File: src/logic/tak_pkg.sv
// Constants, enumerations and carriers of the texel address, key and shadow unit.
// Assumes one 40 MHz clock, a synchronous active-low reset and a plain register port.
// Functional notes
// - Repeat mode keeps only the coordinate fraction.
// - Coordinates are used directly, never shortest-path.
// - Single flip takes magnitude, clamps at one.
// - Edge hold returns the edge texel off-map.
// - Edge hold on cubes stays on one face.
// - Edge color substitutes border colour off-map, non-cube.
// - Face cross moves sample onto the adjoining face.
// - Fetch from memory or cache; flush invalidates.
// - Packed formats are expanded to colour automatically.
// - Palette formats look fetched index up in palette.
// - Four channels compared against inclusive bounds; all.
// - Key test only when sampler key enable set.
// - Discard action kills pixel on any match.
// - Zero action replaces matching sample with zeros.
// - Unreferenced samplers never match the key, never kill.
// - Compare requests test each sample against reference.
// - Compare outputs zero when relation holds, else one.
// - Compare result replaces the texel value downstream.
// - Compare uses the single channel only.
// - Flip mode reverses direction on odd intervals.
// - Each axis has its own addressing mode.
// - Edge half gives halfway edge and border.
package tak_pkg;
    // Register offsets (byte addresses).
    localparam logic [7:0] REG_CTRL     = 8'h00;
    localparam logic [7:0] REG_KEY_LOW  = 8'h04;
    localparam logic [7:0] REG_KEY_HIGH = 8'h08;
    localparam logic [7:0] REG_BORDER   = 8'h0c;
    localparam logic [7:0] REG_TEX_BASE = 8'h10;
    localparam logic [7:0] REG_STATUS   = 8'h14;
    localparam logic [7:0] REG_FLUSH    = 8'h18;
    localparam logic [1:0] REG_PAL_PAGE = 2'h1;     // Offsets 0x40 to 0x7c hold the palette.
    // Field positions.
    localparam int CTRL_KEY_ON_BIT  = 0;
    localparam int CTRL_KEY_ACT_BIT = 1;
    localparam int CTRL_CMP_LSB     = 2;
    localparam int FLUSH_SCI_BIT    = 0;
    localparam int FLUSH_RCF_BIT    = 1;
    localparam int STAT_BUSY_BIT    = 0;
    localparam int STAT_CVALID_BIT  = 1;
    localparam int STAT_KILL_BIT    = 2;
    // Reset values.
    localparam logic [31:0] KEY_LOW_RST  = 32'hffffffff;
    localparam logic [31:0] KEY_HIGH_RST = 32'h00000000;
    localparam logic [31:0] BORDER_RST   = 32'h00000000;
    localparam logic [31:0] BASE_RST     = 32'h00000000;
    // Coordinate and result constants (coordinates are signed 8.8 fixed point).
    localparam logic [7:0]  FRAC_MAX   = 8'hff;
    localparam logic [7:0]  CMP_ZERO   = 8'h00;
    localparam logic [7:0]  CMP_ONE    = 8'hff;
    localparam logic [7:0]  ALPHA_FULL = 8'hff;
    // Face reached on crossing, three bits per face, faces +x -x +y -y +z -z.
    localparam logic [17:0] CUBE_ADJ_XP = 18'h08025;
    localparam logic [17:0] CUBE_ADJ_XN = 18'h0126c;
    localparam logic [17:0] CUBE_ADJ_YP = 18'h1bb1b;
    localparam logic [17:0] CUBE_ADJ_YN = 18'h12952;

    typedef enum logic [2:0] {
        addr_mode_repeat      = 3'h0,
        addr_mode_flip        = 3'h1,
        addr_mode_face_cross  = 3'h2,
        addr_mode_edge_hold   = 3'h3,
        addr_mode_edge_color  = 3'h4,
        addr_mode_edge_half   = 3'h5,
        addr_mode_flip_single = 3'h6
    } tak_addr_mode_type;

    typedef enum logic [1:0] {
        FMT_RAW = 2'h0, FMT_PACKED565 = 2'h1, FMT_PALETTE = 2'h2
    } tak_fmt_type;

    typedef enum logic [2:0] {
        cmp_func_const_zero = 3'h0, cmp_func_const_one = 3'h1,
        cmp_func_lt = 3'h2, cmp_func_eq = 3'h3, cmp_func_le = 3'h4,
        cmp_func_gt = 3'h5, cmp_func_ne = 3'h6, cmp_func_ge = 3'h7
    } tak_cmp_func_type;

    typedef enum logic [1:0] {
        ST_IDLE = 2'b00, ST_FETCH = 2'b01, ST_DONE = 2'b11
    } tak_state_type;

    typedef struct packed {
        logic [15:0]       coord_x;
        logic [15:0]       coord_y;
        logic [15:0]       coord_z;
        tak_addr_mode_type mode_x;
        tak_addr_mode_type mode_y;
        tak_addr_mode_type mode_z;
        logic              is_cube;
        logic [2:0]        face;
        tak_fmt_type       fmt;
        logic              cmp_en;
        logic [7:0]        ref_val;
        logic              referenced;
    } tak_req_type;

    typedef struct packed {
        logic [31:0] texel;
        logic        kill;
        logic        key_match;
    } tak_res_type;
endpackage

File: src/logic/tak_unit.sv
// Texel address, fetch, key and shadow compare unit: one sample per request.
// Assumes a memory port that answers each held request with one data-valid pulse.
`timescale 1ns/100ps
`default_nettype none
module tak_unit
    import tak_pkg::*;
(
    input  wire logic        i_clk_sys,      // System clock, 40 MHz.
    input  wire logic        i_nrst,         // Synchronous reset, active low.
    input  wire logic [7:0]  i_reg_addr,     // Register byte address.
    input  wire logic [31:0] i_reg_wdata,    // Register write data.
    input  wire logic        i_reg_wr,       // Register write strobe.
    input  wire logic        i_reg_rd,       // Register read strobe.
    output logic      [31:0] o_reg_rdata,    // Read data, valid the cycle after the strobe.
    input  wire logic        i_req_valid,    // Sample request strobe.
    input  wire tak_req_type i_req,          // Sample request.
    output logic             o_busy,         // A request is in flight.
    output logic             o_res_valid,    // Result strobe.
    output tak_res_type      o_res,          // Result texel and kill flag.
    output logic             o_mem_req,      // Memory read request, held until answered.
    output logic      [31:0] o_mem_addr,     // Memory word byte address.
    input  wire logic        i_mem_valid,    // Memory data strobe.
    input  wire logic [31:0] i_mem_data      // Memory data.
);

    // The state of the unit, all but the palette.
    typedef struct packed {
        tak_state_type    st;
        tak_req_type      req;
        logic             key_on;
        logic             key_act;
        tak_cmp_func_type cmp_func;
        logic [31:0]      key_low;
        logic [31:0]      key_high;
        logic [31:0]      border;
        logic [31:0]      tex_base;
        logic [3:0]       idx_x;
        logic [3:0]       idx_y;
        logic [3:0]       idx_z;
        logic             off_map;
        logic             half;
        logic             mem_req;
        logic [31:0]      mem_addr;
        logic             cache_valid;
        logic [31:0]      cache_addr;
        logic [31:0]      cache_data;
        logic [31:0]      rd_data;
        logic             res_valid;
        tak_res_type      res;
        logic             busy;
    } tak_vars_type;

    tak_vars_type q;                   // Registered state.
    tak_vars_type d;                   // Next state.
    logic [31:0]  palette [16];        // Palette table, written by software.
    logic [31:0]  word;                // Word fetched for the sample.
    logic [15:0]  half565;             // Selected packed texel.
    logic [31:0]  dec;                 // Decoded texel.
    logic [31:0]  samp;                // Texel after off-map substitution.
    logic [3:0]   ch_ok;               // Per-channel key range hits.
    logic         key_live;            // Key test active for this sample.
    logic         key_hit;             // All channels inside the key range.
    logic [31:0]  keyed;               // Texel after the key action.
    logic         rel;                 // Shadow relation result.
    logic [31:0]  final_texel;         // Texel sent out.
    logic         cache_hit;           // Fetch address held in the cache.

    // Maps one coordinate: returns {off_map, crossing, fraction}.
    function automatic logic [9:0] tak_map_axis(input logic [15:0] c, input tak_addr_mode_type m);
        logic       in_rng;
        logic [15:0] mag;
        logic [7:0] clamp_f;
        logic [9:0] r;
        in_rng  = (c[15:8] == 8'h00);
        mag     = c[15] ? (~c + 16'h0001) : c;
        clamp_f = c[15] ? 8'h00 : (in_rng ? c[7:0] : FRAC_MAX);
        case (m)
            addr_mode_repeat: begin
                // Integer part dropped; the coordinate is used as given, not shortest-path.
                r = {2'b00, c[7:0]};
            end
            addr_mode_flip: begin
                // Odd integer intervals run backwards.
                r = {2'b00, (c[8] ? ~c[7:0] : c[7:0])};
            end
            addr_mode_flip_single: begin
                // Magnitude first, then clamped at one.
                r = {2'b00, ((mag[15:8] != 8'h00) ? FRAC_MAX : mag[7:0])};
            end
            addr_mode_edge_color, addr_mode_edge_half: begin
                // Off-map samples are flagged for substitution.
                r = {~in_rng, 1'b0, clamp_f};
            end
            addr_mode_face_cross: begin
                // Crossing is flagged; the fraction lands on the next face.
                r = {1'b0, ~in_rng, c[7:0]};
            end
            default: begin
                // Edge hold repeats the edge texel.
                r = {2'b00, clamp_f};
            end
        endcase
        // In-range values leave every branch as their own fraction.
        return r;
    endfunction

    // Picks the face reached when a sample leaves the face it was on.
    function automatic logic [2:0] tak_next_face(input logic [17:0] tbl, input logic [2:0] f);
        return tbl[3 * f +: 3];
    endfunction

    // Word to decode: the memory answer while a read is open, else the cache.
    assign word      = q.mem_req ? i_mem_data : q.cache_data;
    assign cache_hit = q.cache_valid && (q.cache_addr == q.mem_addr);
    assign half565   = q.idx_x[0] ? word[31:16] : word[15:0];

    // Format decode, done without any request from the sampler side.
    always_comb begin
        case (q.req.fmt)
            FMT_PACKED565: begin
                // Five and six bit fields widened by repeating their top bits.
                dec = {ALPHA_FULL, half565[15:11], half565[15:13], half565[10:5], half565[10:9],
                       half565[4:0], half565[4:2]};
            end
            FMT_PALETTE: begin
                // The fetched value indexes the palette.
                dec = palette[word[3:0]];
            end
            default: begin
                dec = word;
            end
        endcase
    end

    // Per-channel border substitution and key range test.
    genvar gi;
    generate
        for (gi = 0; gi < 4; gi++) begin : g_chan
            logic [8:0] sum;           // Edge plus border.
            assign sum = {1'b0, dec[8*gi +: 8]} + {1'b0, q.border[8*gi +: 8]};
            // Off-map: border colour, or the halfway value in half mode.
            assign samp[8*gi +: 8] = !q.off_map ? dec[8*gi +: 8] :
                                     (q.half ? sum[8:1] : q.border[8*gi +: 8]);
            // Inclusive bounds, each channel on its own.
            assign ch_ok[gi] = (samp[8*gi +: 8] >= q.key_low[8*gi +: 8]) &&
                               (samp[8*gi +: 8] <= q.key_high[8*gi +: 8]);
        end
    endgenerate

    // Key action and shadow compare on the fetched sample, ahead of any filter.
    always_comb begin
        key_hit  = &ch_ok;
        key_live = q.key_on && q.req.referenced;
        keyed    = (key_live && q.key_act && key_hit) ? 32'h00000000 : samp;
        // Only the single stored channel takes part in the compare.
        case (q.cmp_func)
            cmp_func_const_zero: rel = 1'b1;
            cmp_func_const_one:  rel = 1'b0;
            cmp_func_lt:         rel = keyed[7:0] <  q.req.ref_val;
            cmp_func_eq:         rel = keyed[7:0] == q.req.ref_val;
            cmp_func_le:         rel = keyed[7:0] <= q.req.ref_val;
            cmp_func_gt:         rel = keyed[7:0] >  q.req.ref_val;
            cmp_func_ne:         rel = keyed[7:0] != q.req.ref_val;
            default:             rel = keyed[7:0] >= q.req.ref_val;
        endcase
        // Zero when the relation holds, one otherwise, replacing the texel.
        final_texel = q.req.cmp_en ? {24'h000000, (rel ? CMP_ZERO : CMP_ONE)} : keyed;
    end

    // Next-state logic: register port, request acceptance, fetch and result.
    always_comb begin
        logic [9:0]  mx;
        logic [9:0]  my;
        logic [9:0]  mz;
        logic [2:0]  nf;
        logic [3:0]  slice;
        logic [3:0]  xi;
        mx    = 10'h000;
        my    = 10'h000;
        mz    = 10'h000;
        nf    = 3'h0;
        slice = 4'h0;
        xi    = 4'h0;
        d           = q;
        d.rd_data   = 32'h00000000;
        d.res_valid = 1'b0;

        // Register writes.
        if (i_reg_wr) begin
            case (i_reg_addr)
                REG_CTRL: begin
                    d.key_on   = i_reg_wdata[CTRL_KEY_ON_BIT];
                    d.key_act  = i_reg_wdata[CTRL_KEY_ACT_BIT];
                    d.cmp_func = tak_cmp_func_type'(i_reg_wdata[CTRL_CMP_LSB +: 3]);
                end
                REG_KEY_LOW:  d.key_low  = i_reg_wdata;
                REG_KEY_HIGH: d.key_high = i_reg_wdata;
                REG_BORDER:   d.border   = i_reg_wdata;
                REG_TEX_BASE: d.tex_base = i_reg_wdata;
                REG_FLUSH: begin
                    // Either flush field drops the cached word.
                    if (i_reg_wdata[FLUSH_SCI_BIT] || i_reg_wdata[FLUSH_RCF_BIT]) begin
                        d.cache_valid = 1'b0;
                    end
                end
                default: begin
                end
            endcase
        end

        // Register reads; unmapped offsets read zero.
        if (i_reg_rd) begin
            case (i_reg_addr)
                REG_CTRL:     d.rd_data = {27'h0000000, q.cmp_func, q.key_act, q.key_on};
                REG_KEY_LOW:  d.rd_data = q.key_low;
                REG_KEY_HIGH: d.rd_data = q.key_high;
                REG_BORDER:   d.rd_data = q.border;
                REG_TEX_BASE: d.rd_data = q.tex_base;
                REG_STATUS:   d.rd_data = {29'h00000000, q.res.kill, q.cache_valid, q.busy};
                default: begin
                    if (i_reg_addr[7:6] == REG_PAL_PAGE) begin
                        d.rd_data = palette[i_reg_addr[5:2]];
                    end
                end
            endcase
        end

        case (q.st)
            ST_IDLE: begin
                if (i_req_valid) begin
                    // Each axis mapped under its own mode before the address is formed.
                    mx = tak_map_axis(i_req.coord_x, i_req.mode_x);
                    my = tak_map_axis(i_req.coord_y, i_req.mode_y);
                    mz = tak_map_axis(i_req.coord_z, i_req.mode_z);
                    nf = i_req.face;
                    if (i_req.is_cube && mx[8]) begin
                        nf = tak_next_face(i_req.coord_x[15] ? CUBE_ADJ_XN : CUBE_ADJ_XP, i_req.face);
                    end else if (i_req.is_cube && my[8]) begin
                        nf = tak_next_face(i_req.coord_y[15] ? CUBE_ADJ_YN : CUBE_ADJ_YP, i_req.face);
                    end
                    d.req     = i_req;
                    d.idx_x   = mx[7:4];
                    d.idx_y   = my[7:4];
                    d.idx_z   = mz[7:4];
                    // Cubes never take the border; edge modes stay on the face.
                    d.off_map = !i_req.is_cube && (mx[9] || my[9] || mz[9]);
                    d.half    = (i_req.mode_x == addr_mode_edge_half) || (i_req.mode_y == addr_mode_edge_half) ||
                                (i_req.mode_z == addr_mode_edge_half);
                    slice     = i_req.is_cube ? {1'b0, nf} : mz[7:4];
                    xi        = (i_req.fmt == FMT_PACKED565) ? {1'b0, mx[7:5]} : mx[7:4];
                    d.mem_addr = q.tex_base + {18'h00000, slice, my[7:4], xi, 2'b00};
                    d.st      = ST_FETCH;
                end
            end
            ST_FETCH: begin
                if (q.mem_req && i_mem_valid) begin
                    // Memory answer: fill the cache, this set beats a flush in the same cycle.
                    d.mem_req     = 1'b0;
                    d.cache_valid = 1'b1;
                    d.cache_addr  = q.mem_addr;
                    d.cache_data  = i_mem_data;
                    d.res         = '{texel: final_texel, kill: key_live && !q.key_act && key_hit,
                                      key_match: key_live && key_hit};
                    d.res_valid   = 1'b1;
                    d.st          = ST_DONE;
                end else if (!q.mem_req && cache_hit) begin
                    // Cached word serves the sample without a memory read.
                    d.res       = '{texel: final_texel, kill: key_live && !q.key_act && key_hit,
                                    key_match: key_live && key_hit};
                    d.res_valid = 1'b1;
                    d.st        = ST_DONE;
                end else begin
                    d.mem_req = 1'b1;
                end
            end
            ST_DONE: begin
                d.st = ST_IDLE;
            end
            default: begin
                d.st = ST_IDLE;
            end
        endcase
        d.busy = (d.st != ST_IDLE);
    end

    // State register with synchronous reset.
    always_ff @(posedge i_clk_sys) begin
        if (!i_nrst) begin
            q          <= '0;
            q.st       <= ST_IDLE;
            q.key_low  <= KEY_LOW_RST;
            q.key_high <= KEY_HIGH_RST;
            q.border   <= BORDER_RST;
            q.tex_base <= BASE_RST;
        end else begin
            q <= d;
        end
    end

    // Palette storage, loaded through the register page.
    always_ff @(posedge i_clk_sys) begin
        if (i_reg_wr && (i_reg_addr[7:6] == REG_PAL_PAGE)) begin
            palette[i_reg_addr[5:2]] <= i_reg_wdata;
        end
    end

    // Outputs straight from the state register.
    assign o_reg_rdata = q.rd_data;
    assign o_busy      = q.busy;
    assign o_res_valid = q.res_valid;
    assign o_res       = q.res;
    assign o_mem_req   = q.mem_req;
    assign o_mem_addr  = q.mem_addr;
endmodule
`default_nettype wire

File: config.mk
export PLATFORM = sky130hd
export DESIGN_NAME = tak_unit
export DESIGN_NICKNAME = d
export VERILOG_FILES = /design/src/logic/tak_pkg.sv /design/src/logic/tak_unit.sv
export SDC_FILE = /design/constraint.sdc
export NUM_CORES = 2
export LEC_CHECK = 0
export CAP_MARGIN = 20
export CORE_MARGIN = 2
export CORE_UTILIZATION = 69
export CTS_BUF_LIST = sky130_fd_sc_hd__clkbuf_4
export CTS_CLUSTER_SIZE = 14
export DETAILED_ROUTE_END_ITERATION = 12
export DONT_BUFFER_PORTS = 1
export GPL_ROUTABILITY_DRIVEN = 0
export PLACE_DENSITY = 0.85
export SLEW_MARGIN = 10
export SYNTH_ARGS = -nofsm -noshare
export SYNTH_HDL_FRONTEND = slang
export SYNTH_SLANG_ARGS = --single-unit
File: constraint.sdc
create_clock -name i_clk_sys -period 18.4 [get_ports i_clk_sys]
set_input_delay 1.84 -clock i_clk_sys [delete_from_list [all_inputs] [get_ports i_clk_sys]]
set_output_delay 1.84 -clock i_clk_sys [all_outputs]
set_load 0.03 [all_outputs]
* After elaboration in Yosys (flattened, before gate mapping)
Memory sizes are Yosys's and may differ from the RTL's.
Index checks and enable logic that the tools add are counted.
** Cells by class
- Add/subtract/negate cells :: 8
- Multiply operators :: 1
- Div/mod/pow operators :: 0
- $lt $le $gt $ge :: 12
- Equal/unequal tests :: 36
- Shifts and indexed selects :: 2
- Multiplexer cells :: 64
- Bitwise operators :: 9
- Reduce and logical (&&, ||, !) cells :: 54
** Operators with widths (number)
- $pmux W32 S6 :: 1
- $mux W8 :: 21
- $pmux W10 S5 :: 3
- $mux W65 :: 2
- $mux W32 :: 4
- $mux W16 :: 6
- $mux W75 :: 1
- $mux W35 :: 2
- $pmux W32 S2 :: 1
- $mux W10 :: 6
- $add A16 B1 Y16 const B :: 3
- $not A16 Y16 :: 3
- $ge A8 B8 Y1 :: 5
- $le A8 B8 Y1 :: 5
- $add A8 B8 Y9 :: 4
- $eq A3 B3 Y1 const B :: 12
- $shiftx A18 B6 Y3 :: 2
- $add A32 B14 Y32 :: 1
- $eq A32 B32 Y1 :: 1
- $logic_not A8 Y1 :: 4
- $eq A8 B5 Y1 const B :: 3
- $not A8 Y8 :: 3
- $reduce_bool A8 Y1 :: 3
- $reduce_and A2 Y1 :: 11
- other kinds (27) :: 79
** Storage, ports and cells
- Flip-flop bits (word level) :: 377
- Bits in latches :: 0
- RAM bits :: 512
- ROM bits :: 0
- Input bits :: 151
- Output and inout bits :: 101
- Logic and storage cells :: 221
- Memories :: 1
** Memory list
- palette :: depth 16, width 32, read ports 2, clocked after memory_dff 0, write ports 1, line tak_unit.sv:55 : logic [31:0] palette [16];

* Longest topological paths before layout
- Depth after elaboration :: 17
- Gate-level depth with buffers :: 40
- Depth with buffers taken out :: 35

* Worst setup path before layout
Ideal clock, no wire load.
- Path type :: input port to flip-flop
- Start point :: in i_mem_data[0]
- End point :: reg q, in the netlist o_res[9]
- Library setup time :: 0.125 ns
- Arrival :: 8.898 ns
- Data required time :: 18.275 ns
- Setup slack :: 9.377 ns
- Stages on the path :: 35
- Path buffers :: 4
- Cells stage by stage :: mux2_4 buf_6 buf_12 buf_6 mux4_4 mux4_2 a211oi_2 a21oi_1 ha_1 a21o_1 a21oi_1 o31ai_2 a311oi_1 xor2_1 a311oi_1 ha_1 a21o_1 a21oi_1 a22o_1 a21oi_1 a211o_1 nor4_1 clkbuf_1 nor2b_1 ha_1 nor2b_1 o21a_1 o21a_1 o21bai_1 nand2_1 a31oi_1 o21ai_0 and3_1 nor2_1 a21oi_1
** On the way
- Longest elaborated chain between the ends :: 17
- Elaborated cells between the ends (all ways) :: 42
- Those cells by class :: add/sub (4); order compare (12); eq/ne (2); mux (17); reduce/logical (6); memory (1)
** Ends and longest elaborated chain
- start, declared :: line tak_unit.sv:23 : input wire logic [31:0] i_mem_data
- $mux W32 (*) :: line tak_unit.sv:113 : assign word = q.mem_req ? i_mem_data : q.cache_data;
- $mem_v2 Z16 W32 / $mux W16 (equally long branches)
- $pmux W32 S2 (*) :: line tak_unit.sv:119 : case (q.req.fmt)
- $add A8 B8 Y9 :: line tak_unit.sv:140 : assign sum = {1'b0, dec[8*gi +: 8]} + {1'b0, q.border[8*gi +: 8]};
- $mux W8 :: line tak_unit.sv:143 : (q.half ? sum[8:1] : q.border[8*gi +: 8]);
- $mux W8 :: line tak_unit.sv:142 : assign samp[8*gi +: 8] = !q.off_map ? dec[8*gi +: 8] :
- $ge A8 B8 Y1 / $le A8 B8 Y1 (equally long branches) :: line tak_unit.sv:145, tak_unit.sv:146
- $logic_and A1 B1 Y1 :: line tak_unit.sv:145 : assign ch_ok[gi] = (samp[8*gi +: 8] >= q.key_low[8*gi +: 8]) &&
- $reduce_and A4 Y1 :: line tak_unit.sv:152 : key_hit = &ch_ok;
- $logic_and A1 B1 Y1 :: line tak_unit.sv:154 : keyed = (key_live && q.key_act && key_hit) ? 32'h00000000 : samp;
- $mux W32 (*) :: line tak_unit.sv:154
- $ge A8 B8 Y1, or another cell as far along :: line tak_unit.sv:164 : default: rel = keyed[7:0] >= q.req.ref_val;
- $pmux W1 S7 :: line tak_unit.sv:156 : case (q.cmp_func)
- $mux W8 :: line tak_unit.sv:167 : final_texel = q.req.cmp_en ? {24'h000000, (rel ? CMP_ZERO : CMP_ONE)} : keyed;
- $mux W32 (*) :: line tak_unit.sv:167
- $mux W35 :: line tak_unit.sv:266 : end else if (!q.mem_req && cache_hit) begin
- $mux W35 (*) :: line tak_unit.sv:256 : if (q.mem_req && i_mem_valid) begin
- end, declared :: line tak_unit.sv:53 : tak_vars_type q;
Every way passes the cells marked *; elsewhere a longest branch is shown, timed or not. The select of a mux whose other input is x is not followed.
A chain may end at the register's enable or synchronous reset.

* Final worst setup path
- Start point :: reg q, in the netlist o_mem_req
- End point :: reg q, in the netlist o_res[5]
** On the way
- Longest elaborated chain between the ends :: 17
- Elaborated cells between the ends (all ways) :: 47
- Those cells by class :: add/sub (4); order compare (12); eq/ne (2); mux (17); reduce/logical (11); memory (1)
** Ends and longest elaborated chain (line)
- $mux W32 :: tak_unit.sv:113
- $mem_v2 Z16 W32 / $mux W16 (equally long branches)
- $pmux W32 S2 :: tak_unit.sv:119
- $add A8 B8 Y9 :: tak_unit.sv:140
- $mux W8 :: tak_unit.sv:143
- $mux W8 :: tak_unit.sv:142
- $ge A8 B8 Y1 / $le A8 B8 Y1 (equally long branches) :: tak_unit.sv:145, tak_unit.sv:146
- $logic_and A1 B1 Y1 :: tak_unit.sv:145
- $reduce_and A4 Y1 :: tak_unit.sv:152
- $logic_and A1 B1 Y1 :: tak_unit.sv:154
- $mux W32 :: tak_unit.sv:154
- $ge A8 B8 Y1, or another cell as far along :: tak_unit.sv:164
- $pmux W1 S7 :: tak_unit.sv:156
- $mux W8 :: tak_unit.sv:167
- $mux W32 :: tak_unit.sv:167
- $mux W35 :: tak_unit.sv:266
- $mux W35 :: tak_unit.sv:256
Parallel ways exist; a longest one is shown, timed or not. The select of a mux whose other input is x is not followed.

==> impl_metrics.csv <==
group,metric,value,unit
worst_setup_path,critPathMaxStageDelay,0.84,ns
logic_synthesis,ys_seq_area_share,50.2,%
timing,drv_slew,0,
logic_synthesis,synth_top_family_by_area,"multiplexers",
route,drtPass1Iterations,9,
layout,layout-drive-gt1-share,20.2,%
worst_setup_path,crit_start,"o_mem_req",
worst_setup_path,r2r_slack,7.49,ns
floorplanning,ios,252,
grt,grt_pass1_vias,32100,
grt,gr-total-overflow,0,
timing,tightest_slew,1.27,ns
power_and_ir_drop,intPower,2.96,mW
job,maxCapViolCount,0,
cts,cts_htree_levels,4,
cts,cts-hold-fix-buffers,0,
logic_synthesis,postSynthCellCount,3581,
timing,setup_viol,0,
timing,hold_violations,0,
worst_setup_path,worstRegToRegCells,35,
outcome,status,"finished, final reports clean",
cts,clk_pin_slew_worst_paths,0.07,ns
place,io_buffers,0,
route,drtIter0Drc,5770,
timing,max_freq,91.6,MHz
grt,grt_pass1_wl,197000,um
floorplanning,die-height,254,um
worst_setup_path,endpoint,"o_res[5]",
logic_synthesis,synth_top_cell_by_area,"edfxtp_1",
logic_synthesis,synthTopCellsByCount,"nand2_1 (558), edfxtp_1 (512), a21oi_1 (349), dfxtp_1 (316), mux4_2 (296)",
layout,nFillCells,3863,
power_and_ir_drop,leakage,15.5,nW
layout,area_growth,5.60,%
worst_setup_path,r2r-end,"o_res[5]",
logic_synthesis,post_synth_mux_area_share,18.2,%
logic_synthesis,synth_xor_area_share,1.80,%
logic_synthesis,netlist-cell-type-count,93,
logic_synthesis,syn_avg_cell_area,12.1,um^2
worst_setup_path,endpoint_kind,"flop",
place,dp_hpwl,86500,um
logic_synthesis,synth_edf_count,512,
logic_synthesis,synth_compound_area_share,11.2,%
timing,hold_slack,0.455,ns
floorplanning,rows,91,
logic_synthesis,yosysMostFrequentCell,"nand2_1",
power_and_ir_drop,clkPwrFrac,38.6,%
floorplanning,start_util,70.0,%
route,antenna_left,0,
logic_synthesis,netlist_area,43300,um^2
power_and_ir_drop,p_sw_share,26.5,%
worst_setup_path,path_max_fanout,60,
cts,cts_tree,"built",
cts,postCtsSetupBuffers,0,
logic_synthesis,ys_top_cells_by_area,"edfxtp_1 (36%), mux4_2 (15%), dfxtp_1 (15%), nand2_1 (4.8%), a21oi_1 (4.0%)",
worst_setup_path,reg2reg_from,"o_mem_req",
cts,numCtsBuffers,204,
logic_synthesis,yosysWarnings,0,
worst_setup_path,worstSetupPathType,"reg2reg",
route,routed_wl,135000,um
layout,instances_no_fill,4518,
power_and_ir_drop,max-vdd-ir-drop,69.5,uV
timing,tns,0,ns
logic_synthesis,syn-num-nets,3861,
layout,layout.nets,3784,
floorplanning,die_area,64700,um^2
timing,maxSlewHeadroom,13.2,%
logic_synthesis,synth_top_cell_area_share,35.5,%
timing,rsz0062_at_grt,"no",
power_and_ir_drop,combPwrFrac,11.2,%
route,wire_per_inst,29.8,um
floorplanning,die_x,254,um
place,dp_slack,7.64,ns
cts,cts_resized,0,
power_and_ir_drop,power.switching,1.07,mW
grt,grt_usage,41.8,%
worst_setup_path,worstSetupStartpointType,"flop",
grt,grt_max_degree,143,
worst_setup_path,crit_slowest_cell,"buf_4",
layout,final_util,73.9,%
cts,cts.sinks,828,
floorplanning,coreArea,61800,um^2
route,via_per_inst,7.36,
timing,fin_skew,0.0898,ns
cts,insertion_delay,1.15,ns
route,vias,33300,
power_and_ir_drop,pwr-share-seq,50.1,%
cts,cts_root_buf,"clkbuf_4",
grt,antenna_found_initial,9,
logic_synthesis,synth-simple-area-share,9.32,%
place,dp_cells,4132,
timing,min_period_over_period,59.3,%
logic_synthesis,synth_fa_ha_area_share,3.82,%
min_path,holdPathStages,2,
route,drc_errors,0,
timing,period_minus_slack,10.91,ns
worst_setup_path,arrival,11.86,ns
logic_synthesis,ys_ff_latch,828,
cts,cts_buffer_depth,3,
power_and_ir_drop,pwr_density_cell,88.3,nW/um^2
worst_setup_path,crit_required,19.34,ns
min_path,hold_class,"reg2reg",
logic_synthesis,synth_ff_type,"edfxtp_1",
timing,fin_ws,7.49,ns
logic_synthesis,synth_async_sr_flop_share,0,%
==> how the worst min path moves through the flow <==
stage,endpoint,start
final,q[87],q[87]
after global routing,q[72],q[72]
after CTS,q[73],q[73]
after detailed placement,q[73],q[73]
after global placement,q[99],q[99]
after floorplan,o_res[0],o_res[0]
==> worst max-delay path: cells and delay by family, from the launching register on <==
family | cells | cell delay (ns)
AND/OR/NAND/NOR | 6 | 1.08
flip-flops | 1 | 0.72
XOR/XNOR | 1 | 0.11
AO/OA/AOI/OAI | 18 | 3.82
multiplexers | 3 | 1.42
adder cells (fa/ha/maj) | 3 | 0.99
buffers and inverters | 4 | 2.43
==> power groups by stage <==
stage,Sequential (mW),Combinational (mW),Clock [mW]
after floorplan,2.04,0.369,0
after global placement,2.06,0.404,0
after detailed placement,2.06,0.428,0
after CTS,2.02,0.431,1.56
after global routing,2.02,0.477,1.66
final,2.02,0.453,1.56
==> state kept, by name, summed over array words and instances, names as in the netlist <==
signal       count
o_busy           1
o_reg_rdata     32
o_res_valid      1
palette        512
o_mem_addr      32
o_res           34
o_mem_req        1
q              215
==> layer usage <==
layer	wire, um	global-route usage [%]	part of all wire (%)
met1	43400	51.1	32
met3	22900	18.0	17
met5	27	0.0752	0.020
met4	9870	26.9	7.3
met2	58600	61.1	43
==> cell type report <==
cell class                      count  area [um^2]  area share (%)
Inverter                          115          437           0.956
Clock buffer                      289         2170            4.75
Sequential cell                   828        21700            47.5
Multi-Input combinational cell   2305        19400            42.4
Antenna cell                       10         25.0          0.0548
Clock inverter                     84          463            1.01
Timing Repair Buffer               50          455           0.997
Tap cell                          837         1050            2.29
==> cell usage in the layout, fill, tap and decap left out, types with 13 or more instances in the layout <==
master    count
nand2_1     558
edfxtp_1    512
a21oi_1     349
dfxtp_1     314
mux4_2      296
clkbuf_4    289
ha_1        123
nor2_1      119
inv_1       114
o21ai_0      89
xnor2_1      68
a22oi_1      63
mux2i_1      58
clkinv_1     58
a31oi_1      46
buf_4        46
o211ai_1     41
a21o_1       37
nand3_1      33
nand2b_1     29
nor2b_1      24
nor3_1       24
nand4_1      21
xor2_1       21
a32o_1       20
a211oi_1     19
o21a_1       16
mux2_2       15
and2_1       15
and3_1       14
nor2_4       13
==> per-stage QoR <==
stage / power [mW] / area (um^2)
floorplan: 2.41 / 43300
global placement: 2.46 / 42900
detailed placement: 2.49 / 43000
CTS: 4.02 / 45600
global route: 4.16 / 45700
finish: 4.03 / 45700
==> kinds of logic (layout without fill, tap and decap cells) <==
kind of cell               count (synthesis)  in the layout
adders and majority gates                129            129
other                                      0             10
muxes                                    389            389
DFF                                      828            828
xor gates and xnor gates                  89             89
and+or+nand+nor                          921            921
AOI/OAI and AO/OA                        777            777
buffers and inverters                    448            538
Note: power is estimated with default switching activity, not from simulation.
